$ cat src/rtl/ursf_pkg.sv
// Package for the receive status flag block: register map, field positions,
// reset values and timing counts.
// Assumes a 32-bit APB bus, byte addresses, one aligned word per register.
package ursf_pkg;

    // Register byte offsets
    localparam logic [7:0] STATUS_OFF   = 8'h00;
    localparam logic [7:0] RXDATA_OFF   = 8'h04;
    localparam logic [7:0] CTRL_OFF     = 8'h08;
    localparam logic [7:0] IRQ_STAT_OFF = 8'h0C;
    localparam logic [7:0] IRQ_MASK_OFF = 8'h10;

    // Status/control field positions
    localparam int ADDR_DET_BIT = 5;
    localparam int RX_IDLE_BIT  = 4;
    localparam int PAR_ERR_BIT  = 3;
    localparam int FRM_ERR_BIT  = 2;
    localparam int OVERRUN_BIT  = 1;
    localparam int DATA_AV_BIT  = 0;

    // Control register fields
    localparam int NINE_BIT_BIT = 0;
    localparam int PAR_EN_BIT   = 1;
    localparam int PAR_ODD_BIT  = 2;

    // Interrupt status fields
    localparam int IRQ_RXDATA_BIT = 0;
    localparam int IRQ_OVR_BIT    = 1;
    localparam int IRQ_ERR_BIT    = 2;
    localparam int IRQ_ADDR_BIT   = 3;
    localparam int IRQ_W          = 4;

    // Reset values
    localparam logic [15:0]      STATUS_RST = 16'h0000;
    localparam logic [2:0]       CTRL_RST   = 3'h0;
    localparam logic [IRQ_W-1:0] IRQ_RST    = 4'h0;

    // Receive buffer geometry
    localparam int FIFO_DEPTH = 4;
    localparam int FIFO_AW    = 2;
    localparam int ENTRY_W    = 11;

    // Bit timing: baud rate and clock
    localparam int CLK_HZ       = 100_000_000;
    localparam int BAUD_HZ      = 115_200;
    localparam int BIT_CYCLES   = CLK_HZ / BAUD_HZ;
    localparam int HALF_CYCLES  = BIT_CYCLES / 2;
    localparam logic [9:0] BIT_CNT_MAX  = 10'(BIT_CYCLES - 1);
    localparam logic [9:0] HALF_CNT_MAX = 10'(HALF_CYCLES - 1);

    // One stored character: data bits, parity and framing error
    typedef struct packed {
        logic       frm_err;
        logic       par_err;
        logic [8:0] data;
    } ursf_entry_t;

    typedef enum logic [2:0] {
        RX_IDLE, RX_START, RX_DATA, RX_PARITY, RX_STOP
    } ursf_rx_state_t;

endpackage

$ cat src/rtl/ursf_top.sv
// Receive side of an asynchronous serial port with its status flags,
// APB register slave and a masked level interrupt.
// Assumes rx_pin is asynchronous to pclk; APB master follows AMBA APB3.
//
// Design decisions made here: the APB slave port and the register addresses.
`timescale 1ns/1ps
module ursf_top (
    // Clock and reset
    input  wire logic        pclk,
    input  wire logic        presetn,
    // APB slave
    input  wire logic        psel,
    input  wire logic        penable,
    input  wire logic        pwrite,
    input  wire logic [7:0]  paddr,
    input  wire logic [31:0] pwdata,
    output      logic [31:0] prdata,
    output      logic        pready,
    output      logic        pslverr,
    // Serial line
    input  wire logic        rx_pin,
    // Interrupt
    output      logic        irq
);
    // Synchroniser, line idles high
    logic sync1_q, sync2_q;

    // Receiver state
    ursf_pkg::ursf_rx_state_t st_q, st_d;
    logic [9:0] tick_q, tick_d;
    logic [3:0] bit_q, bit_d;
    logic [8:0] shift_q, shift_d;
    logic       par_q, par_d;
    logic       push;
    ursf_pkg::ursf_entry_t wentry;

    // Registers
    logic                        address_detect_enable_q, address_detect_enable_d;
    logic                        ovr_q, ovr_d;
    logic [2:0]                  ctrl_q, ctrl_d;
    logic [ursf_pkg::IRQ_W-1:0]  ist_q, ist_d, imask_q, imask_d;
    logic [31:0]                 prdata_d;
    logic                        pslverr_d, irq_d;
    logic                        flush, pop;

    // FIFO
    ursf_pkg::ursf_entry_t head;
    logic empty, full;

    logic acc, wr, rd, nine, char_done, addr_char;
    logic [15:0] status;

    assign acc  = psel && penable;
    assign wr   = acc && pwrite;
    // Reads are answered from the setup cycle so data stands with pready
    assign rd   = psel && !penable && !pwrite;
    assign nine = ctrl_q[ursf_pkg::NINE_BIT_BIT];

    // Two-flop synchroniser on the line input
    always_ff @(posedge pclk or negedge presetn)
    begin
        if (!presetn)
        begin
            sync1_q <= 1'b1;
            sync2_q <= 1'b1;
        end
        else
        begin
            sync1_q <= rx_pin;
            sync2_q <= sync1_q;
        end
    end

    // Receive state machine: sample mid-bit, LSB first
    always_comb
    begin
        st_d      = st_q;
        tick_d    = tick_q;
        bit_d     = bit_q;
        shift_d   = shift_q;
        par_d     = par_q;
        push      = 1'b0;
        char_done = 1'b0;
        wentry    = '0;
        unique case (st_q)
            ursf_pkg::RX_IDLE:
            begin
                tick_d = '0;
                if (!sync2_q)
                    st_d = ursf_pkg::RX_START;
            end
            ursf_pkg::RX_START:
            begin
                tick_d = tick_q + 1'b1;
                if (tick_q == ursf_pkg::HALF_CNT_MAX)
                begin
                    tick_d = '0;
                    bit_d  = '0;
                    // A glitch shorter than half a bit is not a start
                    st_d   = sync2_q ? ursf_pkg::RX_IDLE : ursf_pkg::RX_DATA;
                end
            end
            ursf_pkg::RX_DATA:
            begin
                tick_d = tick_q + 1'b1;
                if (tick_q == ursf_pkg::BIT_CNT_MAX)
                begin
                    tick_d  = '0;
                    shift_d = {sync2_q, shift_q[8:1]};
                    bit_d   = bit_q + 1'b1;
                    if (bit_q == (nine ? 4'h8 : 4'h7))
                    begin
                        if (!nine)
                            shift_d = {1'b0, sync2_q, shift_q[8:2]};
                        st_d = ctrl_q[ursf_pkg::PAR_EN_BIT] ? ursf_pkg::RX_PARITY
                                                             : ursf_pkg::RX_STOP;
                    end
                end
            end
            ursf_pkg::RX_PARITY:
            begin
                tick_d = tick_q + 1'b1;
                if (tick_q == ursf_pkg::BIT_CNT_MAX)
                begin
                    tick_d = '0;
                    par_d  = (^shift_q) ^ sync2_q ^ ctrl_q[ursf_pkg::PAR_ODD_BIT];
                    st_d   = ursf_pkg::RX_STOP;
                end
            end
            ursf_pkg::RX_STOP:
            begin
                tick_d = tick_q + 1'b1;
                if (tick_q == ursf_pkg::BIT_CNT_MAX)
                begin
                    tick_d         = '0;
                    char_done      = 1'b1;
                    // In nine-bit address mode only address characters are kept; in eight-bit mode all are kept
                    push           = !(address_detect_enable_q && nine) || shift_q[8];
                    wentry.data    = shift_q;
                    wentry.par_err = par_q && ctrl_q[ursf_pkg::PAR_EN_BIT];
                    wentry.frm_err = !sync2_q;
                    par_d          = 1'b0;
                    st_d           = ursf_pkg::RX_IDLE;
                end
            end
        endcase
        // Clearing overrun also drops a half-built character
        if (flush)
        begin
            st_d    = ursf_pkg::RX_IDLE;
            shift_d = '0;
            par_d   = 1'b0;
            push    = 1'b0;
        end
    end

    always_ff @(posedge pclk or negedge presetn)
    begin
        if (!presetn)
        begin
            st_q    <= ursf_pkg::RX_IDLE;
            tick_q  <= '0;
            bit_q   <= '0;
            shift_q <= '0;
            par_q   <= 1'b0;
        end
        else
        begin
            st_q    <= st_d;
            tick_q  <= tick_d;
            bit_q   <= bit_d;
            shift_q <= shift_d;
            par_q   <= par_d;
        end
    end

    assign addr_char = char_done && address_detect_enable_q && nine && shift_q[8];

    // Buffer of received characters with per-entry error flags
    ursf_fifo u_fifo (
        .pclk    (pclk),
        .presetn (presetn),
        .flush   (flush),
        .push    (push && !full),
        .wdata   (wentry),
        .pop     (pop),
        .head_q  (head),
        .empty   (empty),
        .full    (full)
    );

    // Status word as software sees it
    always_comb
    begin
        status                         = ursf_pkg::STATUS_RST;
        status[ursf_pkg::ADDR_DET_BIT] = address_detect_enable_q;
        status[ursf_pkg::RX_IDLE_BIT]  = (st_q == ursf_pkg::RX_IDLE);
        status[ursf_pkg::PAR_ERR_BIT]  = head.par_err;
        status[ursf_pkg::FRM_ERR_BIT]  = head.frm_err;
        status[ursf_pkg::OVERRUN_BIT]  = ovr_q;
        status[ursf_pkg::DATA_AV_BIT]  = !empty;
    end

    // Register writes, flag updates, read mux and interrupt
    always_comb
    begin
        address_detect_enable_d   = address_detect_enable_q;
        ctrl_d    = ctrl_q;
        imask_d   = imask_q;
        ist_d     = ist_q;
        ovr_d     = ovr_q;
        flush     = 1'b0;
        pop       = 1'b0;
        prdata_d  = '0;
        pslverr_d = 1'b0;
        if (wr)
        begin
            unique case (paddr)
                ursf_pkg::STATUS_OFF:
                begin
                    address_detect_enable_d = pwdata[ursf_pkg::ADDR_DET_BIT];
                    // Only a one-to-zero transition counts; writing one does nothing
                    if (ovr_q && !pwdata[ursf_pkg::OVERRUN_BIT])
                    begin
                        ovr_d = 1'b0;
                        flush = 1'b1;
                    end
                end
                ursf_pkg::CTRL_OFF:     ctrl_d  = pwdata[2:0];
                ursf_pkg::IRQ_STAT_OFF: ist_d   = ist_q & ~pwdata[ursf_pkg::IRQ_W-1:0];
                ursf_pkg::IRQ_MASK_OFF: imask_d = pwdata[ursf_pkg::IRQ_W-1:0];
                default:                ;
            endcase
        end
        else if (rd)
        begin
            unique case (paddr)
                ursf_pkg::STATUS_OFF:   prdata_d = {16'h0000, status};
                ursf_pkg::RXDATA_OFF:
                begin
                    prdata_d = {23'h000000, head.data};
                    pop      = 1'b1;
                end
                ursf_pkg::CTRL_OFF:     prdata_d = {29'h00000000, ctrl_q};
                ursf_pkg::IRQ_STAT_OFF: prdata_d = {28'h0000000, ist_q};
                ursf_pkg::IRQ_MASK_OFF: prdata_d = {28'h0000000, imask_q};
                default:                pslverr_d = 1'b1;
            endcase
        end
        // Write refusal decided in setup so pslverr rises together with pready
        if (psel && !penable && pwrite)
            pslverr_d = !(paddr inside {ursf_pkg::STATUS_OFF, ursf_pkg::CTRL_OFF,
                          ursf_pkg::IRQ_STAT_OFF, ursf_pkg::IRQ_MASK_OFF});
        // Overrun: character completes while buffer full; clear beats set
        if (push && full && !flush)
            ovr_d = 1'b1;
        // Events set sticky bits after the write-one-to-clear so sets win
        if (push && !full && !flush)
            ist_d[ursf_pkg::IRQ_RXDATA_BIT] = 1'b1;
        if (push && full && !flush)
            ist_d[ursf_pkg::IRQ_OVR_BIT] = 1'b1;
        if (push && (wentry.par_err || wentry.frm_err))
            ist_d[ursf_pkg::IRQ_ERR_BIT] = 1'b1;
        if (addr_char)
            ist_d[ursf_pkg::IRQ_ADDR_BIT] = 1'b1;
        irq_d = |(ist_d & imask_d);
    end

    always_ff @(posedge pclk or negedge presetn)
    begin
        if (!presetn)
        begin
            address_detect_enable_q <= 1'b0;
            ovr_q   <= 1'b0;
            ctrl_q  <= ursf_pkg::CTRL_RST;
            ist_q   <= ursf_pkg::IRQ_RST;
            imask_q <= ursf_pkg::IRQ_RST;
            prdata  <= '0;
            pslverr <= 1'b0;
            pready  <= 1'b0;
            irq     <= 1'b0;
        end
        else
        begin
            address_detect_enable_q <= address_detect_enable_d;
            ovr_q   <= ovr_d;
            ctrl_q  <= ctrl_d;
            ist_q   <= ist_d;
            imask_q <= imask_d;
            prdata  <= prdata_d;
            pslverr <= pslverr_d;
            pready  <= psel && !penable; // Zero-wait answer in access phase
            irq     <= irq_d;
        end
    end
endmodule

$ cat src/rtl/ursf_fifo.sv
// Small receive FIFO storing characters with their error flags.
// Assumes one clock; pop and flush come from the owner's register logic.
`timescale 1ns/1ps
module ursf_fifo (
    // Clock and reset
    input  wire logic                 pclk,
    input  wire logic                 presetn,
    // Control
    input  wire logic                 flush,
    input  wire logic                 push,
    input  wire ursf_pkg::ursf_entry_t wdata,
    input  wire logic                 pop,
    // Status
    output      ursf_pkg::ursf_entry_t head_q,
    output      logic                 empty,
    output      logic                 full
);
    ursf_pkg::ursf_entry_t mem_q [ursf_pkg::FIFO_DEPTH];
    ursf_pkg::ursf_entry_t mem_d [ursf_pkg::FIFO_DEPTH];
    logic [ursf_pkg::FIFO_AW-1:0] rd_q, rd_d, wr_q, wr_d;
    logic [ursf_pkg::FIFO_AW:0]   cnt_q, cnt_d;
    ursf_pkg::ursf_entry_t        head_d;
    logic                         do_push, do_pop;

    assign empty = (cnt_q == '0);
    assign full  = (cnt_q == (ursf_pkg::FIFO_AW+1)'(ursf_pkg::FIFO_DEPTH));

    // Pointer and storage update; flush drops everything held
    always_comb
    begin
        do_push = push && !full;
        do_pop  = pop && !empty;
        mem_d   = mem_q;
        rd_d    = rd_q;
        wr_d    = wr_q;
        cnt_d   = cnt_q;
        if (flush)
        begin
            rd_d  = '0;
            wr_d  = '0;
            cnt_d = '0;
        end
        else
        begin
            if (do_push)
            begin
                mem_d[wr_q] = wdata;
                wr_d        = wr_q + 1'b1;
            end
            if (do_pop)
                rd_d = rd_q + 1'b1;
            if (do_push && !do_pop)
                cnt_d = cnt_q + 1'b1;
            else if (do_pop && !do_push)
                cnt_d = cnt_q - 1'b1;
        end
        // Head shows the oldest character, registered for clean reads
        head_d = mem_d[rd_d];
        if (cnt_d == '0)
            head_d = '0;
    end

    always_ff @(posedge pclk or negedge presetn)
    begin
        if (!presetn)
        begin
            rd_q   <= '0;
            wr_q   <= '0;
            cnt_q  <= '0;
            head_q <= '0;
            for (int i = 0; i < ursf_pkg::FIFO_DEPTH; i++)
                mem_q[i] <= '0;
        end
        else
        begin
            rd_q   <= rd_d;
            wr_q   <= wr_d;
            cnt_q  <= cnt_d;
            head_q <= head_d;
            mem_q  <= mem_d;
        end
    end
endmodule

$ cat config.mk
export PLATFORM = sky130hd
export DESIGN_NAME = ursf_top
export DESIGN_NICKNAME = d
export VERILOG_FILES = /design/src/rtl/ursf_pkg.sv /design/src/rtl/ursf_top.sv /design/src/rtl/ursf_fifo.sv
export SDC_FILE = /design/constraint.sdc
export NUM_CORES = 1
export LEC_CHECK = 0
export BUFFER_PORTS_ARGS = -buffer_cell sky130_fd_sc_hd__buf_4
export CAP_MARGIN = 20
export CELL_PAD_IN_SITES_DETAIL_PLACEMENT = 1
export CELL_PAD_IN_SITES_GLOBAL_PLACEMENT = 1
export CORE_UTILIZATION = 29
export DETAILED_ROUTE_END_ITERATION = 6
export PLACE_DENSITY = 0.66
export SLEW_MARGIN = 20
export SYNTH_ARGS = -nofsm -noshare
export SYNTH_HDL_FRONTEND = slang
export SYNTH_HIERARCHICAL = 1
export SYNTH_SLANG_ARGS = --single-unit
$ cat constraint.sdc
create_clock -name pclk -period 4.05 [get_ports pclk]
set_clock_uncertainty 0.1 [all_clocks]
set_input_delay 0.81 -clock pclk [delete_from_list [all_inputs] [get_ports pclk]]
set_output_delay 0.81 -clock pclk [all_outputs]
set_load 0.01 [all_outputs]
== Word level (Yosys, flattened, before mapping) ==
Index checks and enable logic that the tools add are counted.
Storage, ports and cells
  flip-flop bits (word level): 139
  input port bits: 46
  output and inout port bits: 35
  word-level logic and storage cells: 202
Operators by class
  $add $sub $neg: 6
  $lt $le $gt $ge: 3
  eq/ne operators: 20
  muxes and demuxes: 74
  bitwise operators: 7
  reduce and logical (&&, ||, !) cells: 58
Operator list (number)
  44-bit two-way mux: 2
  11-bit two-way mux: 6
  9-bit two-way mux: 7
  9-bit case mux with 5 select lines: 1
  44-bit bitwise mux: 1
  3-bit two-way mux: 11
  10-bit case mux with 3 select lines: 1
  4-bit two-way mux: 7
  1-bit two-way mux: 26
  11-bit binary-select mux with 2-bit select: 1
  11-bit demux with 2-bit select: 1
  1-bit logical AND: 21
  10-bit two-way mux: 2
  3-bit != test, second input constant: 6
  8-bit by 4-bit == test with 1-bit output, second input constant: 2
  3-bit case mux with 5 select lines: 1
  2-bit nonzero test: 7
  1-bit logical NOT: 11
  10-bit by 1-bit adder with 10-bit output, second input constant: 1
  10-bit == test, second input constant: 1
  10-bit by 9-bit == test with 1-bit output, second input constant: 1
  2-bit two-way mux: 5
  3-bit logical NOT: 3
  3-bit AND reduction: 3
  29 further kinds: 40

== Longest topological paths before layout ==
  depth after elaboration: 15
  gate-level depth with buffers: 15
  depth with buffers taken out: 11

== Hierarchy ==
The synthesis kept the hierarchy.
Modules (own cells, without submodules)
  ursf_fifo: times used 1, cells each 314, area an instance 3285.7 um^2, seq. area each 1551.5 um^2
  ursf_top: times used 1, cells each 306, area an instance 3071.7 um^2, seq. area each 1353.8 um^2

== Least setup slack after synthesis ==
Ideal clock, no wire load.
  path kind: input-to-reg
  start: input port paddr[4]
  end: register u_fifo/head_q[8] (netlist bit)
  library setup time: 136 ps
  data arrival time: 3301 ps
  required time: 3814 ps
  slack: 513 ps
  stages: 13
  buffers on the path: 4
  path through: nor4_1 > nand2_1 > nor3b_2 > and2_1 > buf_2 > a21boi_1 > buf_6 > o21a_1 > buf_2 > buf_6 > o311a_1 > a22oi_1 > a21oi_1
RTL lines
  from (decl): RTL line ursf_top.sv:15  | input wire logic [7:0] paddr,
  to (signal assigned): RTL line ursf_fifo.sv:70  | head_q <= '0;
  to (signal assigned): RTL line ursf_fifo.sv:79  | head_q <= head_d;
  to (decl): RTL line ursf_fifo.sv:14  | output ursf_pkg::ursf_entry_t head_q,

==> reports/qor.yml <==
die:
  core_mm2: 0.0213
  die_w_um: 150
  num_rows: 53
  die_area_mm2: 0.0225
  initial_utilization_pct: 29.9
  io_pins: 81
  dieHeight_um: 150
sta:
  hold_violations: 0
  period_needed_ns: 3.76
  setup_tns_ns: 0
  fmax_mhz: 266
  fin_crit_sh_pct: 92.7
  setup_viol: 0
  worst_pin_slew_ns: 0.715
  rsz0062_at_grt: "no"
  maxSlewHeadroom_pct: 52.3
  drv_slew: 0
grt:
  antenna_found_initial: 0
  track_usage_pct: 16.5
  grt_pass1_wl_mm: 28.2
  grt_overflow_total: 0
  grt_max_degree: 66
  grt_pass1_vias: 5330
worst_setup_path:
  critical_path.max_fanout: 22
  r2r_setup_slack_ns: 0.29
  crit_type: "reg -> reg"
  worstReg2RegEnd: "u_fifo/head_q[6]"
  cp.arrival_ns: 3.94
  worstPathRequired_ns: 4.24
  r2r-start: "tick_q[0]"
  endpoint_kind: "flip-flop"
  critPathLaunchType: "flip-flop"
  r2r_cells: 11
job:
  cap_violations: 0
logic_synthesis:
  synth_xor_area_share_pct: 2.62
  ys_types: 69
  synth_ff_type: "dfrtp_1"
  synthTopCellsByArea: "dfrtp_1 45%, mux2_2 7.3%, a211oi_1 3.2%"
  synth-seq-cells: 116
  synth_top_family_by_area: "compound AO/OA/AOI/OAI gates"
  synthMuxAreaShare_pct: 8.92
  syn_area_per_cell_um2: 10.3
  ys.warnings.count: 6
  synth-async-reset-ratio_pct: 100
  synth_adder_area_share_pct: 1.97
  synth_commonest_cells: "114 x dfrtp_1, 54 x nand2_1, 41 x mux2_2"
  synth.cell_area_mm2: 0.00636
  synth-compound-area-share_pct: 18.1
  post-synth-top-area-cell: "dfrtp_1"
  synth_top_area_share_pct: 44.9
  synth_edf_count: 0
  yosysSeqAreaShare_pct: 45.7
  yosysMostFrequentCell: "dfrtp_1"
  syn-instance-count: 620
  synth-simple-area-share_pct: 15.7
hold_path:
  whs_endpoint: "sync2_q"
  worstHoldPathCells: 0
  hold_path.startpoint: "sync1_q"
  hold_class: "reg -> reg"
power_and_ir_drop:
  p_total_mw: 2.95
  combinationalPowerShare_pct: 10.2
  p_seq_share_pct: 42.6
  pwr-share-clk_pct: 47.2
  switchingPower_uw: 745
  sw_frac_of_total_pct: 25.3
  leakagePower_nw: 3.48
  power.density_mw_per_mm2: 399
  p_int_mw: 2.21
  ir_drop_v: 0.000275
drt:
  totalWireLength_mm: 17.3
  first_pass_iters: 4
  drc: 0
  wl_per_cell_um: 18.4
  drtIter0Drc: 275
  via_count: 4926
  viasPerCell: 5.24
  final_antenna_net_count: 0
clock_tree:
  cts.sinks: 116
  clock_latency_ns: 0.42
  cts_buffer_depth: 2
  cts_tree: "yes"
  holdBufCountCts: 0
  cts_resized: 0
  cts_buffers: 17
  cts-htree-levels: 4
  path_clk_slew_ns: 0.05
  clockRootBuffer: "clkbuf_16"
  post_cts_buffers: 0
run_status:
  status: "completed"
final_layout:
  drive_gt1_share_pct: 21.5
  antenna_cells: 0
  area_growth_syn_to_layout_pct: 16.3
  fillers: 2376
  fin_nets: 710
  fin_cells: 940
placed_design:
  dp_cells: 910
  hpwl_mm: 11.8
  port_buffers: 30
  gp_congestion: 0.821
registers in the layout, summed over array words and instances, names as in the netlist:
signal                   count
bit_q                        4
sync1_q                      1
imask_q                      4
u_fifo/wr_q                  2
pready                       1
u_fifo/mem_q                44
u_fifo/rd_q                  2
tick_q                      10
sync2_q                      1
prdata                       9
ctrl_q                       3
par_q                        1
shift_q                      9
ist_q                        4
address_detect_enable_q      1
u_fifo/head_q               11
pslverr                      1
irq                          1
ovr_q                        1
u_fifo/cnt_q                 3
st_q                         3
placed cells by master, fill, tap and decap left out, types with 3 or more instances in the layout:
master / instances
nor3b_1: 3
a21oi_1: 21
mux2_2: 41
inv_1: 20
and2_1: 15
xnor2_1: 15
nor3b_2: 3
mux2i_1: 9
o2111ai_1: 5
o311a_1: 18
nor2b_1: 7
a22oi_1: 17
conb_1: 23
o21ai_1: 9
clkbuf_1: 4
xor2_1: 4
nand2_1: 54
or3_1: 7
o21ai_0: 33
nand4_1: 4
ha_1: 10
nand3_1: 11
nand3b_1: 8
a31oi_1: 3
a222oi_1: 3
clkbuf_16: 17
buf_4: 51
a21o_1: 3
clkbuf_8: 4
nor4_1: 3
dfrtp_1: 114
nor2_1: 34
and3_1: 8
clkinv_2: 4
nor3_1: 3
a21boi_0: 5
a211oi_1: 27
layout make-up:
| cell class | count | area (µm²) | share of cell area, % |
|---|---|---|---|
| multi-input combinational | 444 | 3100 | 41.9 |
| sequential | 116 | 2910 | 39.3 |
| clock buffer | 25 | 495 | 6.70 |
| timing repair buffer | 53 | 423 | 5.72 |
| tap | 275 | 344 | 4.65 |
| inverter | 22 | 82.6 | 1.12 |
| clock inverter | 5 | 50.0 | 0.677 |
worst max path at each step:
stage / startpoint / endpoint / slack, ns / cells past startpoint
after floorplan: paddr[4] / u_fifo/head_q[8] / 0.51 / 13
after global placement: paddr[4] / u_fifo/head_q[3] / 0.30 / 12
after detailed placement: paddr[4] / u_fifo/head_q[3] / 0.09 / 12
after CTS: tick_q[0] / u_fifo/head_q[3] / 0.32 / 11
after global routing: tick_q[0] / u_fifo/head_q[3] / 0.11 / 11
final: tick_q[0] / u_fifo/head_q[6] / 0.29 / 11
power by group through the flow:
stage | Clock, mW | Combinational, mW | Sequential (mW)
2_1_floorplan | 0 | 0.238 | 1.25
3_3_place_gp | 0 | 0.287 | 1.27
3_5_place_dp | 0 | 0.300 | 1.28
4_1_cts | 1.42 | 0.303 | 1.26
5_1_grt | 1.48 | 0.333 | 1.26
6_report | 1.39 | 0.300 | 1.26
per-layer routing:
| metal | up-vias | global-route usage (%) | wire length [µm] |
|---|---|---|---|
| met5 | - | 0 | 0 |
| met4 | 0 | 7.83 | 392 |
| met3 | 28 | 3.32 | 799 |
| met2 | 131 | 27.6 | 8400 |
| met1 | 2488 | 20.2 | 7750 |
| li1 | 2279 | - | - |
critical path, cell delays in order, from the launching register on:
cell and delay, ns:
dfrtp_1 0.42, ha_1 0.23, or3b_4 0.43, nor4b_4 0.34, nand4b_1 0.23, inv_1 0.30, nor3b_1 0.48, and2_1 0.20
buf_4 0.27, o311a_1 0.23, a22oi_1 0.09, a21oi_1 0.30
per-stage QoR:
| step | instance area (µm²) | utilization (%) | setup slack, ns | hold slack (ns) |
|---|---|---|---|---|
| 2_1_floorplan | 6440 | - | 0.513 | 0.245 |
| 4_1_cts | 7400 | 34.7 | 0.323 | 0.255 |
| 6_report | 7400 | 34.7 | 0.294 | 0.254 |
| 3_5_place_dp | 6850 | 32.2 | 0.0925 | 0.248 |
| 3_3_place_gp | 6850 | 32.2 | 0.298 | 0.248 |
| 5_1_grt | 7400 | 34.7 | 0.112 | 0.259 |
logic make-up after synthesis:
logic type | after synthesis
AO/OA/AOI/OAI | 162
XOR/XNOR | 19
adder cells (fa/ha/maj) | 10
buffers and inverters | 82
flip-flops | 116
multiplexers | 51
other | 1
AND/OR/NAND/NOR | 179
Note: power is estimated with default switching activity, not from simulation.
